File: config.mk
export PLATFORM = sky130hd
export DESIGN_NAME = scu_ctrl_flat
export DESIGN_NICKNAME = d
export VERILOG_FILES = /design/src/pkg/scu_pkg.sv /design/src/pkg/scu_link_if.sv /design/src/scu_ctrl.sv /design/src/flat_wrapper.sv
export VERILOG_INCLUDE_DIRS = /design/src /design/src/pkg
export SDC_FILE = /design/constraint.sdc
export NUM_CORES = 1
export LEC_CHECK = 0
export ABC_AREA = 0
export BUFFER_PORTS_ARGS = -buffer_cell sky130_fd_sc_hd__buf_2
export CAP_MARGIN = 20
export CORE_MARGIN = 5
export CORE_UTILIZATION = 25
export CTS_CLUSTER_DIAMETER = 30
export CTS_CLUSTER_SIZE = 14
export DETAILED_ROUTE_END_ITERATION = 8
export SLEW_MARGIN = 5
export SYNTH_ARGS = -nofsm -noshare
export SYNTH_HDL_FRONTEND = slang
export SYNTH_SLANG_ARGS = --single-unit
File: constraint.sdc
create_clock -name clk -period 2.3 [get_ports clk]
set_clock_uncertainty 0.1 [all_clocks]
set_input_delay 0.115 -clock clk [delete_from_list [all_inputs] [get_ports clk]]
set_output_delay 0.115 -clock clk [all_outputs]
set_load 0.01 [all_outputs]
File: src/pkg/scu_params.svh
// Purpose: Constants shared by the serial CRC unit and its controller.
// Assumes: One 100 MHz system clock.
// Notes: Offsets are byte addresses of the controller's AHB-Lite registers.
`ifndef SCU_PARAMS_SVH
`define SCU_PARAMS_SVH

`define SCU_CLK_PERIOD_NS 10
`define SCU_SHIFT_HALF_NS 20
`define SCU_SHIFT_HALF_CYC ((`SCU_SHIFT_HALF_NS + `SCU_CLK_PERIOD_NS - 1) / `SCU_CLK_PERIOD_NS)

`define SCU_SEL_CRC16 3'h0
`define SCU_SEL_CRC16R 3'h1
`define SCU_SEL_P16B 3'h2
`define SCU_SEL_CRC12 3'h3
`define SCU_SEL_P8 3'h4
`define SCU_SEL_LRC8 3'h5
`define SCU_SEL_CCITT 3'h6
`define SCU_SEL_CCITTR 3'h7

`define SCU_TAP_CRC16 16'h8005
`define SCU_TAP_CRC16R 16'h4001
`define SCU_TAP_P16B 16'hA097
`define SCU_TAP_CRC12 16'h80F0
`define SCU_TAP_P8 16'hB300
`define SCU_TAP_LRC8 16'h0100
`define SCU_TAP_CCITT 16'h1021
`define SCU_TAP_CCITTR 16'h0811

`define SCU_PRESET_16 16'hFFFF
`define SCU_PRESET_12 16'hFFF0
`define SCU_PRESET_8 16'hFF00

`define SCU_DEG_16 6'h10
`define SCU_DEG_12 6'h0C
`define SCU_DEG_8 6'h08

`define SCU_OFS_CFG 5'h00
`define SCU_OFS_MSG 5'h04
`define SCU_OFS_LEN 5'h08
`define SCU_OFS_CMD 5'h0C
`define SCU_OFS_STATUS 5'h10
`define SCU_OFS_INT_STAT 5'h14
`define SCU_OFS_INT_MASK 5'h18

`define SCU_CFG_SEL_LSB 0
`define SCU_CFG_CHECK_BIT 3
`define SCU_CFG_PRESET_BIT 4
`define SCU_CMD_START_BIT 0
`define SCU_ST_BUSY_BIT 0
`define SCU_ST_MISS_BIT 1
`define SCU_ST_CHK_LSB 16
`define SCU_INT_DONE_BIT 0
`define SCU_INT_ERR_BIT 1
`define SCU_MAX_LEN 6'h20

`endif

File: src/pkg/scu_pkg.sv
// Purpose: Types and shared decoding for the serial CRC unit.
// Assumes: scu_params.svh supplies the numeric constants.
// Notes: Polynomial degree is needed by both ends.
`include "scu_params.svh"

package scu_pkg;
    typedef logic [2:0] scu_sel_t;
    typedef enum logic [2:0] {
        SCU_IDLE,
        SCU_INIT,
        SCU_HIGH,
        SCU_LOW,
        SCU_FIN
    } scu_ctl_state_t;

    // Degree of the generator chosen by a select code.
    function automatic logic [5:0] scu_degree(input scu_sel_t sel);
        logic [5:0] deg;
        deg = `SCU_DEG_16;
        if (sel == `SCU_SEL_CRC12) begin
            deg = `SCU_DEG_12;
        end else if (sel == `SCU_SEL_P8 || sel == `SCU_SEL_LRC8) begin
            deg = `SCU_DEG_8;
        end
        return deg;
    endfunction
endpackage

File: src/pkg/scu_link_if.sv
// Purpose: Pins between the CRC unit and its sequencing controller.
// Assumes: Every pin is synchronous to the common clock.
// Notes: The shift clock idles high; the unit acts on its falling edge.
`timescale 1ns/100ps

interface scu_link_if;
    import scu_pkg::*;
    logic shift_clock_n;
    logic data_in;
    logic checkword_gate;
    logic clear_all;
    logic preset_n;
    scu_sel_t poly_select;
    logic data_out;
    logic mismatch_flag;

    modport device (
        input shift_clock_n,
        input data_in,
        input checkword_gate,
        input clear_all,
        input preset_n,
        input poly_select,
        output data_out,
        output mismatch_flag
    );

    modport ctrl (
        output shift_clock_n,
        output data_in,
        output checkword_gate,
        output clear_all,
        output preset_n,
        output poly_select,
        input data_out,
        input mismatch_flag
    );
endinterface

File: src/scu_ctrl.sv
// Purpose: Sequencer that feeds the CRC unit and appends its check bits.
// Assumes: AHB-Lite single word transfers; zero wait states; response always OKAY.
// Notes: A message of up to 32 bits is sent MSB first from MSG.
`timescale 1ns/100ps

module scu_ctrl
    import scu_pkg::*;
(
    // Clock, reset and enable
    input wire logic clk,
    input wire logic rst,
    input wire logic ce,
    // AHB-Lite slave
    input wire logic hsel,
    input wire logic [31:0] haddr,
    input wire logic [1:0] htrans,
    input wire logic hwrite,
    input wire logic [2:0] hsize,
    input wire logic [31:0] hwdata,
    input wire logic hready,
    output logic hreadyout,
    output logic [31:0] hrdata,
    output logic hresp,
    // Interrupt
    output logic irq,
    // Serial line carrying data then check bits
    output logic line_out,
    output logic line_valid,
    // Link to the CRC unit
    scu_link_if.ctrl link
);
    localparam logic [3:0] HALF = 4'(`SCU_SHIFT_HALF_CYC);

    scu_ctl_state_t state_q;
    logic [4:0] cfg_q;
    logic [31:0] msg_q;
    logic [5:0] len_q;
    logic [1:0] int_stat_q;
    logic [1:0] int_mask_q;
    logic [15:0] chk_q;
    logic miss_q;
    logic [31:0] sh_q;
    logic [5:0] rem_q;
    logic [5:0] dat_q;
    logic [3:0] cnt_q;
    logic wr_q;
    logic [4:0] addr_q;
    logic [31:0] hrdata_q;
    logic irq_q;
    logic shift_q;
    logic din_q;
    logic gate_q;
    logic clear_q;
    logic preset_n_q;
    logic line_q;
    logic lvalid_q;

    wire addr_ok = hsel & htrans[1] & hready;
    wire [4:0] a_addr = haddr[4:0];
    wire wr_en = wr_q;
    wire wr_cfg = wr_en && addr_q == `SCU_OFS_CFG;
    wire wr_msg = wr_en && addr_q == `SCU_OFS_MSG;
    wire wr_len = wr_en && addr_q == `SCU_OFS_LEN;
    wire wr_cmd = wr_en && addr_q == `SCU_OFS_CMD;
    wire wr_ist = wr_en && addr_q == `SCU_OFS_INT_STAT;
    wire wr_imk = wr_en && addr_q == `SCU_OFS_INT_MASK;
    wire busy = state_q != SCU_IDLE;
    wire start = wr_cmd && hwdata[`SCU_CMD_START_BIT] && !busy;
    wire is_check = cfg_q[`SCU_CFG_CHECK_BIT];
    wire [5:0] deg = scu_degree(cfg_q[2:0]);
    wire [5:0] len_c = (len_q > `SCU_MAX_LEN) ? `SCU_MAX_LEN : len_q;
    wire [5:0] total = is_check ? len_c : 6'(len_c + deg);
    wire phase_end = cnt_q == HALF - 4'h1;
    wire set_done = state_q == SCU_FIN;
    wire set_err = set_done && is_check && link.mismatch_flag;
    wire [1:0] int_set = {set_err, set_done};
    wire [1:0] int_next = (int_stat_q & ~(wr_ist ? hwdata[1:0] : 2'b00)) | int_set;
    wire [31:0] status = {chk_q, 14'h0000, miss_q, busy};
    wire [31:0] rd_mux = (a_addr == `SCU_OFS_CFG) ? {27'h0, cfg_q} :
                         (a_addr == `SCU_OFS_MSG) ? msg_q :
                         (a_addr == `SCU_OFS_LEN) ? {26'h0, len_q} :
                         (a_addr == `SCU_OFS_STATUS) ? status :
                         (a_addr == `SCU_OFS_INT_STAT) ? {30'h0, int_stat_q} :
                         (a_addr == `SCU_OFS_INT_MASK) ? {30'h0, int_mask_q} : 32'h0000_0000;

    // Bus slave and software registers.
    always_ff @(posedge clk) begin
        if (rst) begin
            wr_q <= 1'b0;
            addr_q <= 5'h00;
            hrdata_q <= 32'h0000_0000;
            cfg_q <= 5'h00;
            msg_q <= 32'h0000_0000;
            len_q <= 6'h00;
            int_stat_q <= 2'b00;
            int_mask_q <= 2'b00;
            irq_q <= 1'b0;
        end else if (ce) begin
            wr_q <= addr_ok & hwrite;
            addr_q <= a_addr;
            if (addr_ok && !hwrite) begin
                hrdata_q <= rd_mux;
            end
            if (wr_cfg && !busy) begin
                cfg_q <= hwdata[4:0];
            end
            if (wr_msg) begin
                msg_q <= hwdata;
            end
            if (wr_len) begin
                len_q <= hwdata[5:0];
            end
            if (wr_imk) begin
                int_mask_q <= hwdata[1:0];
            end
            int_stat_q <= int_next;
            irq_q <= |(int_next & int_mask_q);
        end
    end

    // Bit sequencer: one shift clock period is two half phases of HALF cycles.
    always_ff @(posedge clk) begin
        if (rst) begin
            state_q <= SCU_IDLE;
            sh_q <= 32'h0000_0000;
            rem_q <= 6'h00;
            dat_q <= 6'h00;
            cnt_q <= 4'h0;
            chk_q <= 16'h0000;
            miss_q <= 1'b0;
            shift_q <= 1'b1;
            din_q <= 1'b0;
            gate_q <= 1'b1;
            clear_q <= 1'b0;
            preset_n_q <= 1'b1;
            line_q <= 1'b0;
            lvalid_q <= 1'b0;
        end else if (ce) begin
            lvalid_q <= 1'b0;
            cnt_q <= phase_end ? 4'h0 : cnt_q + 4'h1;
            unique case (state_q)
                SCU_IDLE: begin
                    cnt_q <= 4'h0;
                    if (start) begin
                        clear_q <= !cfg_q[`SCU_CFG_PRESET_BIT];
                        preset_n_q <= !cfg_q[`SCU_CFG_PRESET_BIT];
                        sh_q <= msg_q;
                        rem_q <= total;
                        dat_q <= len_c;
                        chk_q <= 16'h0000;
                        state_q <= SCU_INIT;
                    end
                end
                SCU_INIT: begin
                    clear_q <= 1'b0;
                    preset_n_q <= 1'b1;
                    din_q <= sh_q[31];
                    gate_q <= dat_q != 6'h00;
                    cnt_q <= 4'h0;
                    state_q <= (rem_q == 6'h00) ? SCU_FIN : SCU_HIGH;
                end
                SCU_HIGH: begin
                    if (phase_end) begin
                        line_q <= gate_q ? din_q : link.data_out;
                        lvalid_q <= 1'b1;
                        if (!gate_q) begin
                            chk_q <= {chk_q[14:0], link.data_out};
                        end
                        shift_q <= 1'b0;
                        state_q <= SCU_LOW;
                    end
                end
                SCU_LOW: begin
                    if (phase_end) begin
                        shift_q <= 1'b1;
                        rem_q <= rem_q - 6'h01;
                        dat_q <= (dat_q != 6'h00) ? dat_q - 6'h01 : 6'h00;
                        sh_q <= {sh_q[30:0], 1'b0};
                        din_q <= (dat_q > 6'h01) ? sh_q[30] : 1'b0;
                        gate_q <= dat_q > 6'h01;
                        state_q <= (rem_q == 6'h01) ? SCU_FIN : SCU_HIGH;
                    end
                end
                SCU_FIN: begin
                    miss_q <= link.mismatch_flag;
                    gate_q <= 1'b1;
                    state_q <= SCU_IDLE;
                end
                default: state_q <= SCU_IDLE;
            endcase
        end
    end

    assign hreadyout = 1'b1;
    assign hresp = 1'b0;
    assign hrdata = hrdata_q;
    assign irq = irq_q;
    assign line_out = line_q;
    assign line_valid = lvalid_q;
    assign link.shift_clock_n = shift_q;
    assign link.data_in = din_q;
    assign link.checkword_gate = gate_q;
    assign link.clear_all = clear_q;
    assign link.preset_n = preset_n_q;
    assign link.poly_select = cfg_q[2:0];
endmodule

File: src/flat_wrapper.sv
// flat-port wrapper written by rule: the top's interface ports become plain ports
module scu_ctrl_flat import scu_pkg::*;
  (clk, rst, ce, hsel, haddr, htrans, hwrite, hsize, hwdata, hready, hreadyout, hrdata, hresp, irq, line_out, line_valid, link_shift_clock_n, link_data_in, link_checkword_gate, link_clear_all, link_preset_n, link_poly_select, link_data_out, link_mismatch_flag);
  scu_link_if link_i ();
  input wire logic clk;
  input wire logic rst;
  input wire logic ce;
  input wire logic hsel;
  input wire logic [31:0] haddr;
  input wire logic [1:0] htrans;
  input wire logic hwrite;
  input wire logic [2:0] hsize;
  input wire logic [31:0] hwdata;
  input wire logic hready;
  output logic hreadyout;
  output logic [31:0] hrdata;
  output logic hresp;
  output logic irq;
  output logic line_out;
  output logic line_valid;
  output wire logic [$bits(link_i.shift_clock_n)-1:0] link_shift_clock_n;
  output wire logic [$bits(link_i.data_in)-1:0] link_data_in;
  output wire logic [$bits(link_i.checkword_gate)-1:0] link_checkword_gate;
  output wire logic [$bits(link_i.clear_all)-1:0] link_clear_all;
  output wire logic [$bits(link_i.preset_n)-1:0] link_preset_n;
  output wire logic [$bits(link_i.poly_select)-1:0] link_poly_select;
  input wire logic [$bits(link_i.data_out)-1:0] link_data_out;
  input wire logic [$bits(link_i.mismatch_flag)-1:0] link_mismatch_flag;
  assign link_shift_clock_n = link_i.shift_clock_n;
  assign link_data_in = link_i.data_in;
  assign link_checkword_gate = link_i.checkword_gate;
  assign link_clear_all = link_i.clear_all;
  assign link_preset_n = link_i.preset_n;
  assign link_poly_select = link_i.poly_select;
  assign link_i.data_out = link_data_out;
  assign link_i.mismatch_flag = link_mismatch_flag;
  scu_ctrl u_core (.clk(clk), .rst(rst), .ce(ce), .hsel(hsel), .haddr(haddr), .htrans(htrans), .hwrite(hwrite), .hsize(hsize), .hwdata(hwdata), .hready(hready), .hreadyout(hreadyout), .hrdata(hrdata), .hresp(hresp), .irq(irq), .line_out(line_out), .line_valid(line_valid), .link(link_i));
endmodule
Yosys cells after proc, flatten, opt, wreduce, memory -nomap -nowiden --
Index checks and enable logic that the tools add are counted.
Operators by class: add/subtract/negate cells 4, $lt $le $gt $ge 2, equality and inequality tests 23, muxes and demuxes 47, bitwise gates (word level) 7, reductions and logical operators 44
Operator list (count):
- 32-bit two-way mux | 7
- 32-bit one-hot mux with 2 select lines | 1
- 16-bit two-way mux | 3
- 6-bit two-way mux | 8
- 16-bit one-hot mux with 2 select lines | 1
- 5-bit equality test, second input constant | 5
- 6-bit one-hot mux with 2 select lines | 2
- 5-bit by 4-bit equality test with 1-bit output, second input constant | 3
- 3-bit two-way mux | 5
- 1-bit logical AND | 12
- 3-bit one-hot mux with 4 select lines | 1
- 2-bit AND reduction | 6
- 3-bit AND reduction | 4
- 4-bit AND reduction | 3
- 6-bit by 1-bit subtractor with 6-bit output, second input constant | 2
- 5-bit by 3-bit equality test with 1-bit output, second input constant | 2
- 5-bit zero test | 2
- 2-bit nonzero test | 5
- 3-bit by 2-bit equality test with 1-bit output, second input constant | 3
- 3-bit equality test, second input constant | 3
- 1-bit two-way mux | 9
- 4-bit two-way mux | 2
- 1-bit one-hot mux with 2 select lines | 4
- 6-bit adder | 1
- 23 further kinds | 33
Word-level totals: flip-flop bits (word level) 161, input port bits 77, output and inout bits 45, word-level logic and storage cells 150

Logic depth before layout (Yosys ltp) --
Gate-level depths: netlist (run 1).
depth after elaboration 8, gate-level depth with buffers 9, depth with buffers taken out 9

Worst setup path after synthesis (run 1) --
Ideal clock, no wire load.
kind register to register, from register u_core.cnt_q[0], to register u_core.sh_q[4], setup time 133 ps, arrival time 1792 ps, required time 2067 ps, path slack 274 ps, cell stages (with the launch flop) 8, path buffers 2, clock period less this slack 2026 ps, path through dfxtp_1 > ha_1 > or3b_4 > a211o_1 > nor2_2 > buf_2 > buf_4 > a311oi_1
On the way: longest elaborated chain between the ends 3
RTL lines:
- start: declaration | line scu_ctrl.sv:45 | logic [3:0] cnt_q;
- start signal: assignment | line scu_ctrl.sv:140 | cnt_q <= phase_end ? 4'h0 : cnt_q + 4'h1;
- 4-bit by 1-bit equality test with 1-bit output | line scu_ctrl.sv:73 | wire phase_end = cnt_q == HALF - 4'h1;
- 2-bit by 1-bit inequality test with 1-bit output (no line)
- 4-bit AND reduction (no line)
- end signal: assignment | line scu_ctrl.sv:147 | sh_q <= msg_q;
- end signal: assignment | line scu_ctrl.sv:178 | sh_q <= {sh_q[30:0], 1'b0};
- end: declaration | line scu_ctrl.sv:42 | logic [31:0] sh_q;
No other way between the ends. A chain may end at the register's enable or synchronous reset.

Final worst setup path (run 1) --
from register u_core.cnt_q[0], to register u_core.dat_q[5]
On the way: longest elaborated chain between the ends 3
RTL lines:
- 4-bit by 1-bit equality test with 1-bit output | line scu_ctrl.sv:73
- 2-bit by 1-bit inequality test with 1-bit output (no line)
- 4-bit AND reduction (no line)
- end signal: assignment | line scu_ctrl.sv:149 | dat_q <= len_c;
- end signal: assignment | line scu_ctrl.sv:177 | dat_q <= (dat_q != 6'h00) ? dat_q - 6'h01 : 6'h00;
- end: declaration | line scu_ctrl.sv:44 | logic [5:0] dat_q;
No other way between the ends.

==> flow_metrics.tcl, run 1 <==
set metrics [dict create \
    synth-seq-cells 161 \
    p_per_area_nw_per_um2 640 \
    peakVddDrop_mv 0.503 \
    critPathKind "reg -> reg" \
    synth_enable_flop_cells 0 \
    synth-compound-area-share 0.203 \
    p_int_mw 4.40 \
    r2r_start "u_core.cnt_q[0]$_SDFFE_PP0P_" \
    min_path_type "in -> reg" \
    crit_path_start_kind "register" \
    cp_num_buf_inv 0 \
    syn_area_per_cell_um2 8.20 \
    synth_top_area_cell "dfxtp_1" \
    maxSlewHeadroom 0.516 \
    tns_ps 0 \
    setup_violations 0 \
    numPortBuffers 88 \
    synth_cells 898 \
    io_pins 122 \
    maxCapViolations 0 \
    drive_gt1_frac 0.170 \
    p_switching_mw 1.54 \
    grt_util_all_layers 0.124 \
    cp_max_fo 7 \
    fin_nets 1088 \
    cts_sinks 161 \
    slew_violations 0 \
    dieArea_um2 33000 \
    routed_wl_mm 20.8 \
    vias_per_cell 4.85 \
    place_hpwl_mm 14.5 \
    max_stage_delay_ps 520 \
    clock.fmax_ghz 0.452 \
    ys.flop_type "dfxtp_1" \
    synth.distinct_cells 65 \
    grt_max_degree 66 \
    synth_adder_area_share 0.0180 \
    critical_path.endpoint "u_core.dat_q[5]$_SDFFE_PP0P_" \
    synth_top_family_by_area "simple AND/OR/NAND/NOR gates" \
    yosysWarningCount 0 \
    synthArstFlopShare 0 \
    vias 6787 \
    grt_setup_unrepaired "no" \
    yosysSeqAreaShare 0.438 \
    crit_start "u_core.cnt_q[0]$_SDFFE_PP0P_" \
    synth-xor-area-share 0.00357 \
    drt_iter0_drc 487 \
    cts_max_level 4 \
    leakage_nw 3.37 \
    antenna_found_initial 0 \
    crit_path_cell_trace "ha_1, or3b_4, a211o_1, or4_1, o32ai_2" \
    utilization 0.322 \
    max_slew.worst_pin.slew_ps 726 \
    power_frac_seq 0.476 \
    die_w_um 182 \
    cts_buffer_depth 2 \
    cpLargestDelayFamily "simple AND/OR/NAND/NOR gates" \
    rr_endpoint "u_core.dat_q[5]$_SDFFE_PP0P_" \
    syn_area_um2 7360 \
    outcome "complete, no violations" \
    grt_pass1_vias 6598 \
    crit_required_ps 2550 \
    cp.depth 5 \
    grt_overflow 0 \
    reg2reg_depth 5 \
    final_antenna_net_count 0 \
    cts_tree "done" \
    std_cell_rows 62 \
    syn_nets 985 \
    synth_area_leaders "dfxtp_1, nand2_1, a21oi_1" \
    yosys.area.top_type_share 0.438 \
    wl_per_cell_um 14.9 \
    grt_first_pass_wirelength_mm 34.2 \
    slowest_stage "or4_1" \
    cts_made_buffers 17 \
    cts_root_buf "clkbuf_16" \
    gp_congestion 0.813 \
    min_period_ps 2210 \
    regToRegSetupSlack_ps 90 \
    synth_simple_gate_area_share 0.217 \
    cp_data_arrival_time_ps 2460 \
    p_clk_frac 0.473 \
    initial_core_util 0.255 \
    drc 0 \
    drtPass1Iterations 5 \
    syn_to_final_growth_pct 26.1 \
    swShare 0.259 \
    power_mw 5.94 \
    clk_latency_ps 430 \
    hold_violations 0 \
    die_h_um 182 \
    cp-end-kind "register" \
    clk_pin_slew_ps 70 \
    combinationalPowerShare 0.052 \
    timing.final.crit_share 0.962 \
    n_antenna_cell 0 \
    core_area_um2 28900 \
    synth.area.mux_share 0.0644 \
]
## timing repair
action	in CTS	in global routing
gates resized for setup	0	4
setup buffers	0	1
endpoints found under the hold margin	69	0
setup endpoints to repair	0	7
hold buffers	42	0
## final cells by class
type,count,area [um^2]
Sequential cell,161,3220
Tap cell,384,480
Inverter,17,63.8
Clock inverter,15,165
Multi-Input combinational cell,638,3740
Timing Repair Buffer,166,1190
Fill cell,3074,19600
Clock buffer,17,425
## cell families after synthesis
kind of cell	count (synthesis)
and+or+nand+nor	352
AOI/OAI and AO/OA	224
DFF	161
buffers and inverters	99
muxes	47
adders and majority gates	10
xor gates and xnor gates	3
other	2
## metal layers
| metal | global-route usage | part of all wire | up-vias |
|---|---|---|---|
| li1 | - | - | 3389 |
| met5 | 0 | 0 | - |
| met2 | 0.200 | 0.47 | 164 |
| met1 | 0.163 | 0.46 | 3199 |
| met3 | 0.0262 | 0.047 | 35 |
| met4 | 0.0471 | 0.025 | 0 |
## power groups by stage
stage          Clock (mW)  Combinational [mW]  Sequential [mW]
4_1_cts              2.87               0.308             2.82
3_5_place_dp            0               0.255             2.89
3_3_place_gp            0               0.253             2.89
5_1_grt              2.99               0.335             2.83
6_report             2.81               0.306             2.83
2_1_floorplan           0               0.143             2.89
## cell usage in the layout (no fill, tap or decap), types with 17 or more instances in the layout
cell,synthesis,final
a21oi_1,101,101
a221oi_1,17,17
a311oi_1,34,34
buf_2,15,87
buf_4,6,32
clkbuf_16,0,17
dfxtp_1,161,160
dlygate4sd3_1,0,42
inv_1,17,17
mux2i_1,44,44
nand2_1,188,188
nand3_1,19,19
nor2_1,60,59
nor3_1,27,27
## worst min-delay path: stages
cell and delay (ps):
buf_2 220, mux2i_1 180, nor2_1 50
## worst min path at each step
stage               startpoint                            end  slack (ps)  cells past startpoint
floorplan            hwdata[0]   u_core.msg_q[0]$_SDFFE_PP0P_         150                      2
global placement    hwdata[12]  u_core.msg_q[12]$_SDFFE_PP0P_         260                      3
detailed placement  hwdata[10]  u_core.msg_q[10]$_SDFFE_PP0P_         260                      3
CTS                   haddr[3]  u_core.addr_q[3]$_SDFFE_PP0P_          60                      3
global route          haddr[3]  u_core.addr_q[3]$_SDFFE_PP0P_          90                      3
finish                haddr[3]  u_core.addr_q[3]$_SDFFE_PP0P_          80                      3
## cells in the mapped netlist, types with 4 or more instances
| cell | number |
|---|---|
| dfxtp_1 | 161 |
| and3_1 | 5 |
| nor4_1 | 6 |
| nand4_1 | 5 |
| o21ai_0 | 15 |
| or4_1 | 4 |
| o31ai_1 | 8 |
| a211oi_1 | 5 |
| nor2b_1 | 8 |
| nor2_1 | 60 |
| a31oi_1 | 5 |
| a21oi_1 | 101 |
| inv_1 | 17 |
| a311oi_1 | 34 |
| nand3b_1 | 5 |
| nor3_1 | 27 |
| clkbuf_1 | 54 |
| o2bb2ai_1 | 5 |
| ha_1 | 9 |
| nand2b_1 | 5 |
| buf_1 | 7 |
| o211ai_1 | 4 |
| buf_2 | 15 |
| mux2i_1 | 44 |
| nand2_1 | 188 |
| a221oi_1 | 17 |
| buf_4 | 6 |
| o311ai_0 | 4 |
| nand3_1 | 19 |
## state kept, by name (all words and copies together) (netlist names), 2 cells and up
signal / cells
u_core.dat_q: 6
u_core.addr_q: 5
u_core.len_q: 6
u_core.hrdata: 32
u_core.rem_q: 6
u_core.sh_q: 32
u_core.msg_q: 32
u_core.int_mask_q: 2
u_core.chk_q: 16
u_core.state_q: 3
u_core.int_stat_q: 2
u_core.cnt_q: 4
u_core.cfg_q: 5
## per-stage QoR
step	instance area [um^2]	setup slack, ps	hold WS (ps)	instances
after floorplan	7360	274	151	898
after global placement	8260	138	263	1323
after detailed placement	8260	115	263	1323
after CTS	9270	68.6	59.2	1397
after global routing	9290	7.25	85.8	1398
final	9290	88.2	78.6	1398
No activity file was read; power rests on OpenSTA's default activity.
==> run 2, diff against run 1 <==
- HOLD_SLACK_MARGIN: default -> 0.12
==> flow_metrics.tcl, run 2 (synthesis results as in run 1) <==
set metrics [dict create \
    cp_num_buf_inv 0 \
    grt_pass1_vias 6607 \
    io_pins 122 \
    p_int_mw 4.40 \
    leakage_nw 3.38 \
    cp-end-kind "register" \
    clock.fmax_ghz 0.452 \
    p_per_area_nw_per_um2 638 \
    clk_latency_ps 440 \
    initial_core_util 0.255 \
    core_area_um2 28900 \
    outcome "complete, no violations" \
    maxSlewHeadroom 0.522 \
    gp_congestion 0.813 \
    final_cells 1401 \
    syn_to_final_growth_pct 26.5 \
    cts_buffer_depth 2 \
    p_switching_mw 1.54 \
    grt_max_degree 66 \
    combinationalPowerShare 0.052 \
    cts_max_level 4 \
    min_period_ps 2210 \
    critPathKind "reg -> reg" \
    drt_iter0_drc 500 \
    layout_common_cells "nand2_1, dfxtp_1, a21oi_1" \
    crit_path_cell_trace "ha_1, or3b_4, a211o_1, or4_1, o32ai_2" \
    place_hpwl_mm 14.5 \
    max_stage_delay_ps 520 \
    p_clk_frac 0.473 \
    cpLargestDelayFamily "simple AND/OR/NAND/NOR gates" \
    dpl-instance-area_um2 8260 \
    power_frac_seq 0.475 \
    die_h_um 182 \
    mostFrequentLayoutCell "nand2_1" \
    final_antenna_net_count 0 \
    routed_wl_mm 20.8 \
    utilization 0.323 \
    cts_sinks 161 \
    fin_nets 1091 \
    power_mw 5.94 \
    crit_required_ps 2550 \
    cts_tree "done" \
    cts_made_buffers 17 \
    clk_pin_slew_ps 70 \
    grt_setup_unrepaired "no" \
    numPortBuffers 88 \
    vias 6813 \
    max_slew.worst_pin.slew_ps 717 \
    tns_ps 0 \
    grt_first_pass_wirelength_mm 34.2 \
    min_path_type "in -> reg" \
    crit_path_start_kind "register" \
    drtPass1Iterations 5 \
    vias_per_cell 4.86 \
    grt_util_all_layers 0.124 \
    drc 0 \
    peakVddDrop_mv 0.505 \
    drive_gt1_frac 0.169 \
    grt_overflow 0 \
    whs_ps 313 \
    slowest_stage "or4_1" \
    timing.final.crit_share 0.961 \
    n_antenna_cell 0 \
    slew_violations 0 \
    die_w_um 182 \
    place_ws_ps 115 \
    setup_violations 0 \
    cp_max_fo 7 \
    cts_root_buf "clkbuf_16" \
    std_cell_rows 62 \
    maxCapViolations 0 \
    hold_violations 0 \
    stdcell_area_um2 9320 \
    swShare 0.259 \
    wl_per_cell_um 14.9 \
    placed_cells 1323 \
    finalWorstSetupSlack_ps 89.5 \
    cp_data_arrival_time_ps 2460 \
    antenna_found_initial 0 \
    dieArea_um2 33000 \
]
[run 2: cell count changes in the layout (fill, tap and decap cells not counted)]
cell | before | now
dlygate4sd3_1 | 42 | 45
[run 2: worst paths after layout]
path                                        end                     startpoint  cells after the start  slack (ps)
hold / removal    u_core.hrdata[4]$_SDFFE_PP0P_                      htrans[1]                      5         310
setup reg to reg   u_core.dat_q[5]$_SDFFE_PP0P_   u_core.cnt_q[0]$_SDFFE_PP0P_                      5          90
hold reg to reg   u_core.hrdata[8]$_SDFFE_PP0P_  u_core.hrdata[8]$_SDFFE_PP0P_                      2         350
setup / recovery   u_core.dat_q[5]$_SDFFE_PP0P_   u_core.cnt_q[0]$_SDFFE_PP0P_                      5          90
[run 2: worst reg2reg max path, stage by stage (launching register included)]
cell and delay [ps]:
dfxtp_1 390, ha_1 170, or3b_4 420, a211o_1 420, or4_1 520, o32ai_2 110
[run 2: layer usage]
layer | part of all wire | track usage | vias up | routed length [um]
met3 | 0.046 | 0.0262 | 38 | 963
met2 | 0.47 | 0.201 | 176 | 9700
met1 | 0.46 | 0.163 | 3202 | 9610
met5 | 0 | 0 | - | 0
met4 | 0.027 | 0.0471 | 0 | 552
li1 | - | - | 3397 | -
[run 2: power by group through the flow]
stage	sequential, mW	clock, mW	combinational (mW)
2_1_floorplan	2.89	0	0.143
3_3_place_gp	2.89	0	0.253
3_5_place_dp	2.89	0	0.255
4_1_cts	2.82	2.87	0.310
5_1_grt	2.83	2.99	0.337
6_report	2.82	2.81	0.308
[run 2: final cells by class]
class | instances | area (um^2)
inverter | 17 | 63.8
tap | 384 | 480
sequential | 161 | 3220
clock buffer | 17 | 425
fill | 3074 | 19500
multi-input combinational | 638 | 3740
timing repair buffer | 169 | 1220
clock inverter | 15 | 165
[run 2: repair_timing]
item,4_1_cts,5_1_grt
endpoints found under the hold margin,80,0
resized for setup,0,4
buffers inserted,0,1
endpoints found under the setup margin,0,7
hold buffers,45,0
==> run 3, diff against run 2 <==
- CAP_MARGIN: 20 -> 10
- CORE_UTILIZATION: 25 -> 38
- SETUP_SLACK_MARGIN: default -> 0.5
==> flow_metrics.tcl, run 3 (synthesis results as in run 1) <==
set metrics [dict create \
    drive_gt1_frac 0.250 \
    maxSlewHeadroom 0.515 \
    layout_common_cells "nand2_1, dfxtp_1, a21oi_1" \
    peakVddDrop_mv 0.478 \
    utilization 0.517 \
    p_switching_mw 1.46 \
    syn_to_final_growth_pct 35.4 \
    wl_per_cell_um 17.3 \
    p_clk_frac 0.460 \
    numPortBuffers 88 \
    min_delay_path_depth 5 \
    r2r_start "u_core.cnt_q[1]$_SDFFE_PP0P_" \
    cp.depth 8 \
    min_period_ps 2090 \
    mostFrequentLayoutCell "nand2_1" \
    max_stage_delay_ps 410 \
    vias 7092 \
    cts_tree "done" \
    grt_first_pass_wirelength_mm 34.6 \
    crit_start "u_core.cnt_q[1]$_SDFFE_PP0P_" \
    cts_buffer_depth 2 \
    drt_iter0_drc 478 \
    cp-end-kind "register" \
    cts_root_buf "clkbuf_16" \
    regToRegSetupSlack_ps 210 \
    core_area_um2 19300 \
    whs_ps 134 \
    crit_required_ps 2490 \
    cts_max_level 4 \
    min_path_type "in -> reg" \
    leakage_nw 3.64 \
    io_pins 122 \
    grt_util_all_layers 0.191 \
    initial_core_util 0.382 \
    grt_overflow 0 \
    maxCapViolations 0 \
    cts_sinks 161 \
    critical_path.endpoint "u_core.sh_q[20]$_SDFFE_PP0P_" \
    crit_path_start_kind "register" \
    outcome "complete, no violations" \
    die_h_um 149 \
    clk_latency_ps 430 \
    cp_max_fo 8 \
    rr_endpoint "u_core.sh_q[20]$_SDFFE_PP0P_" \
    n_fill_cell 1831 \
    grt_pass1_vias 6678 \
    slowest_stage "or3b_4" \
    cp_num_buf_inv 3 \
    timing.final.crit_share 0.911 \
    hold_violations 0 \
    max_slew.worst_pin.slew_ps 727 \
    grt_setup_unrepaired "yes" \
    critPathKind "reg -> reg" \
    die_w_um 149 \
    antenna_found_initial 0 \
    grt_max_degree 61 \
    std_cell_rows 51 \
    cpLargestDelayFamily "simple AND/OR/NAND/NOR gates" \
    finalWorstSetupSlack_ps 206 \
    combinationalPowerShare 0.062 \
    place_hpwl_mm 13.2 \
    n_antenna_cell 0 \
    crit_path_cell_trace "inv_2, ha_4, or3b_4, a211o_4, nor2_4, buf_12, clkbuf_16, a311oi_1" \
    final_antenna_net_count 0 \
    drc 0 \
    slew_violations 0 \
    place_ws_ps 175 \
    clock.fmax_ghz 0.477 \
    dieArea_um2 22300 \
    fin_nets 1114 \
    p_int_mw 4.43 \
    drtPass1Iterations 5 \
    tns_ps 0 \
    clk_pin_slew_ps 60 \
    reg2reg_depth 8 \
    power_frac_seq 0.479 \
    p_per_area_nw_per_um2 591 \
    dpl-instance-area_um2 8120 \
    stdcell_area_um2 9970 \
    min_from "htrans[1]" \
    cts_made_buffers 17 \
    swShare 0.248 \
    setup_violations 0 \
    vias_per_cell 5.44 \
    routed_wl_mm 22.5 \
    cp_data_arrival_time_ps 2280 \
    gp_congestion 0.817 \
]
-- run 3: worst min-delay path by stage --
stage | to | slack (ps)
after floorplan | u_core.msg_q[0]$_SDFFE_PP0P_ | 150
after global placement | u_core.msg_q[13]$_SDFFE_PP0P_ | 260
after detailed placement | u_core.msg_q[19]$_SDFFE_PP0P_ | 270
after CTS | u_core.hrdata[1]$_SDFFE_PP0P_ | 120
after global routing | u_core.hrdata[3]$_SDFFE_PP0P_ | 180
final | u_core.hrdata[0]$_SDFFE_PP0P_ | 130
-- run 3: what timing repair did --
| action | in CTS | in global routing |
|---|---|---|
| setup endpoints to repair | 67 | 106 |
| pin swaps | 4 | 22 |
| buffers inserted | 6 | 9 |
| gates cloned | 2 | 11 |
| hold endpoints to repair | 68 | 0 |
| hold buffers | 48 | 0 |
| gates resized for setup | 24 | 72 |
-- run 3: final cells by class --
type | instances | area, um^2 | share of cell area
Clock inverter | 12 | 97.6 | 0.00979
Timing Repair Buffer | 192 | 1660 | 0.166
Multi-Input combinational cell | 638 | 4120 | 0.413
Inverter | 17 | 63.8 | 0.00640
Clock buffer | 19 | 453 | 0.0454
Sequential cell | 161 | 3250 | 0.326
Tap cell | 265 | 332 | 0.0332
-- run 3: routing by layer --
layer | vias to the layer above | wire (um) | GRT usage
met5 | - | 0 | 0
met4 | 0 | 636 | 0.0714
met3 | 39 | 1020 | 0.0340
met2 | 197 | 10500 | 0.306
met1 | 3390 | 10400 | 0.259
li1 | 3466 | - | -
-- run 3: through the flow --
step	total power [mW]	std cells
6_report	5.89	1304
3_5_place_dp	3.13	1198
3_3_place_gp	3.13	1198
4_1_cts	5.88	1285
5_1_grt	6.09	1304
2_1_floorplan	3.03	898
-- run 3: worst reg2reg max path, stage by stage, from the launching register on --
cell and delay, ps:
dfxtp_2 320, inv_2 60, ha_4 120, or3b_4 410, a211o_4 390, nor2_4 120, buf_12 170, clkbuf_16 170
a311oi_1 100
-- run 3: power groups by stage --
stage	clock (mW)	sequential [mW]	combinational [mW]
floorplan	0	2.89	0.146
global placement	0	2.89	0.246
detailed placement	0	2.89	0.246
CTS	2.74	2.83	0.313
global route	2.87	2.82	0.392
finish	2.71	2.82	0.363
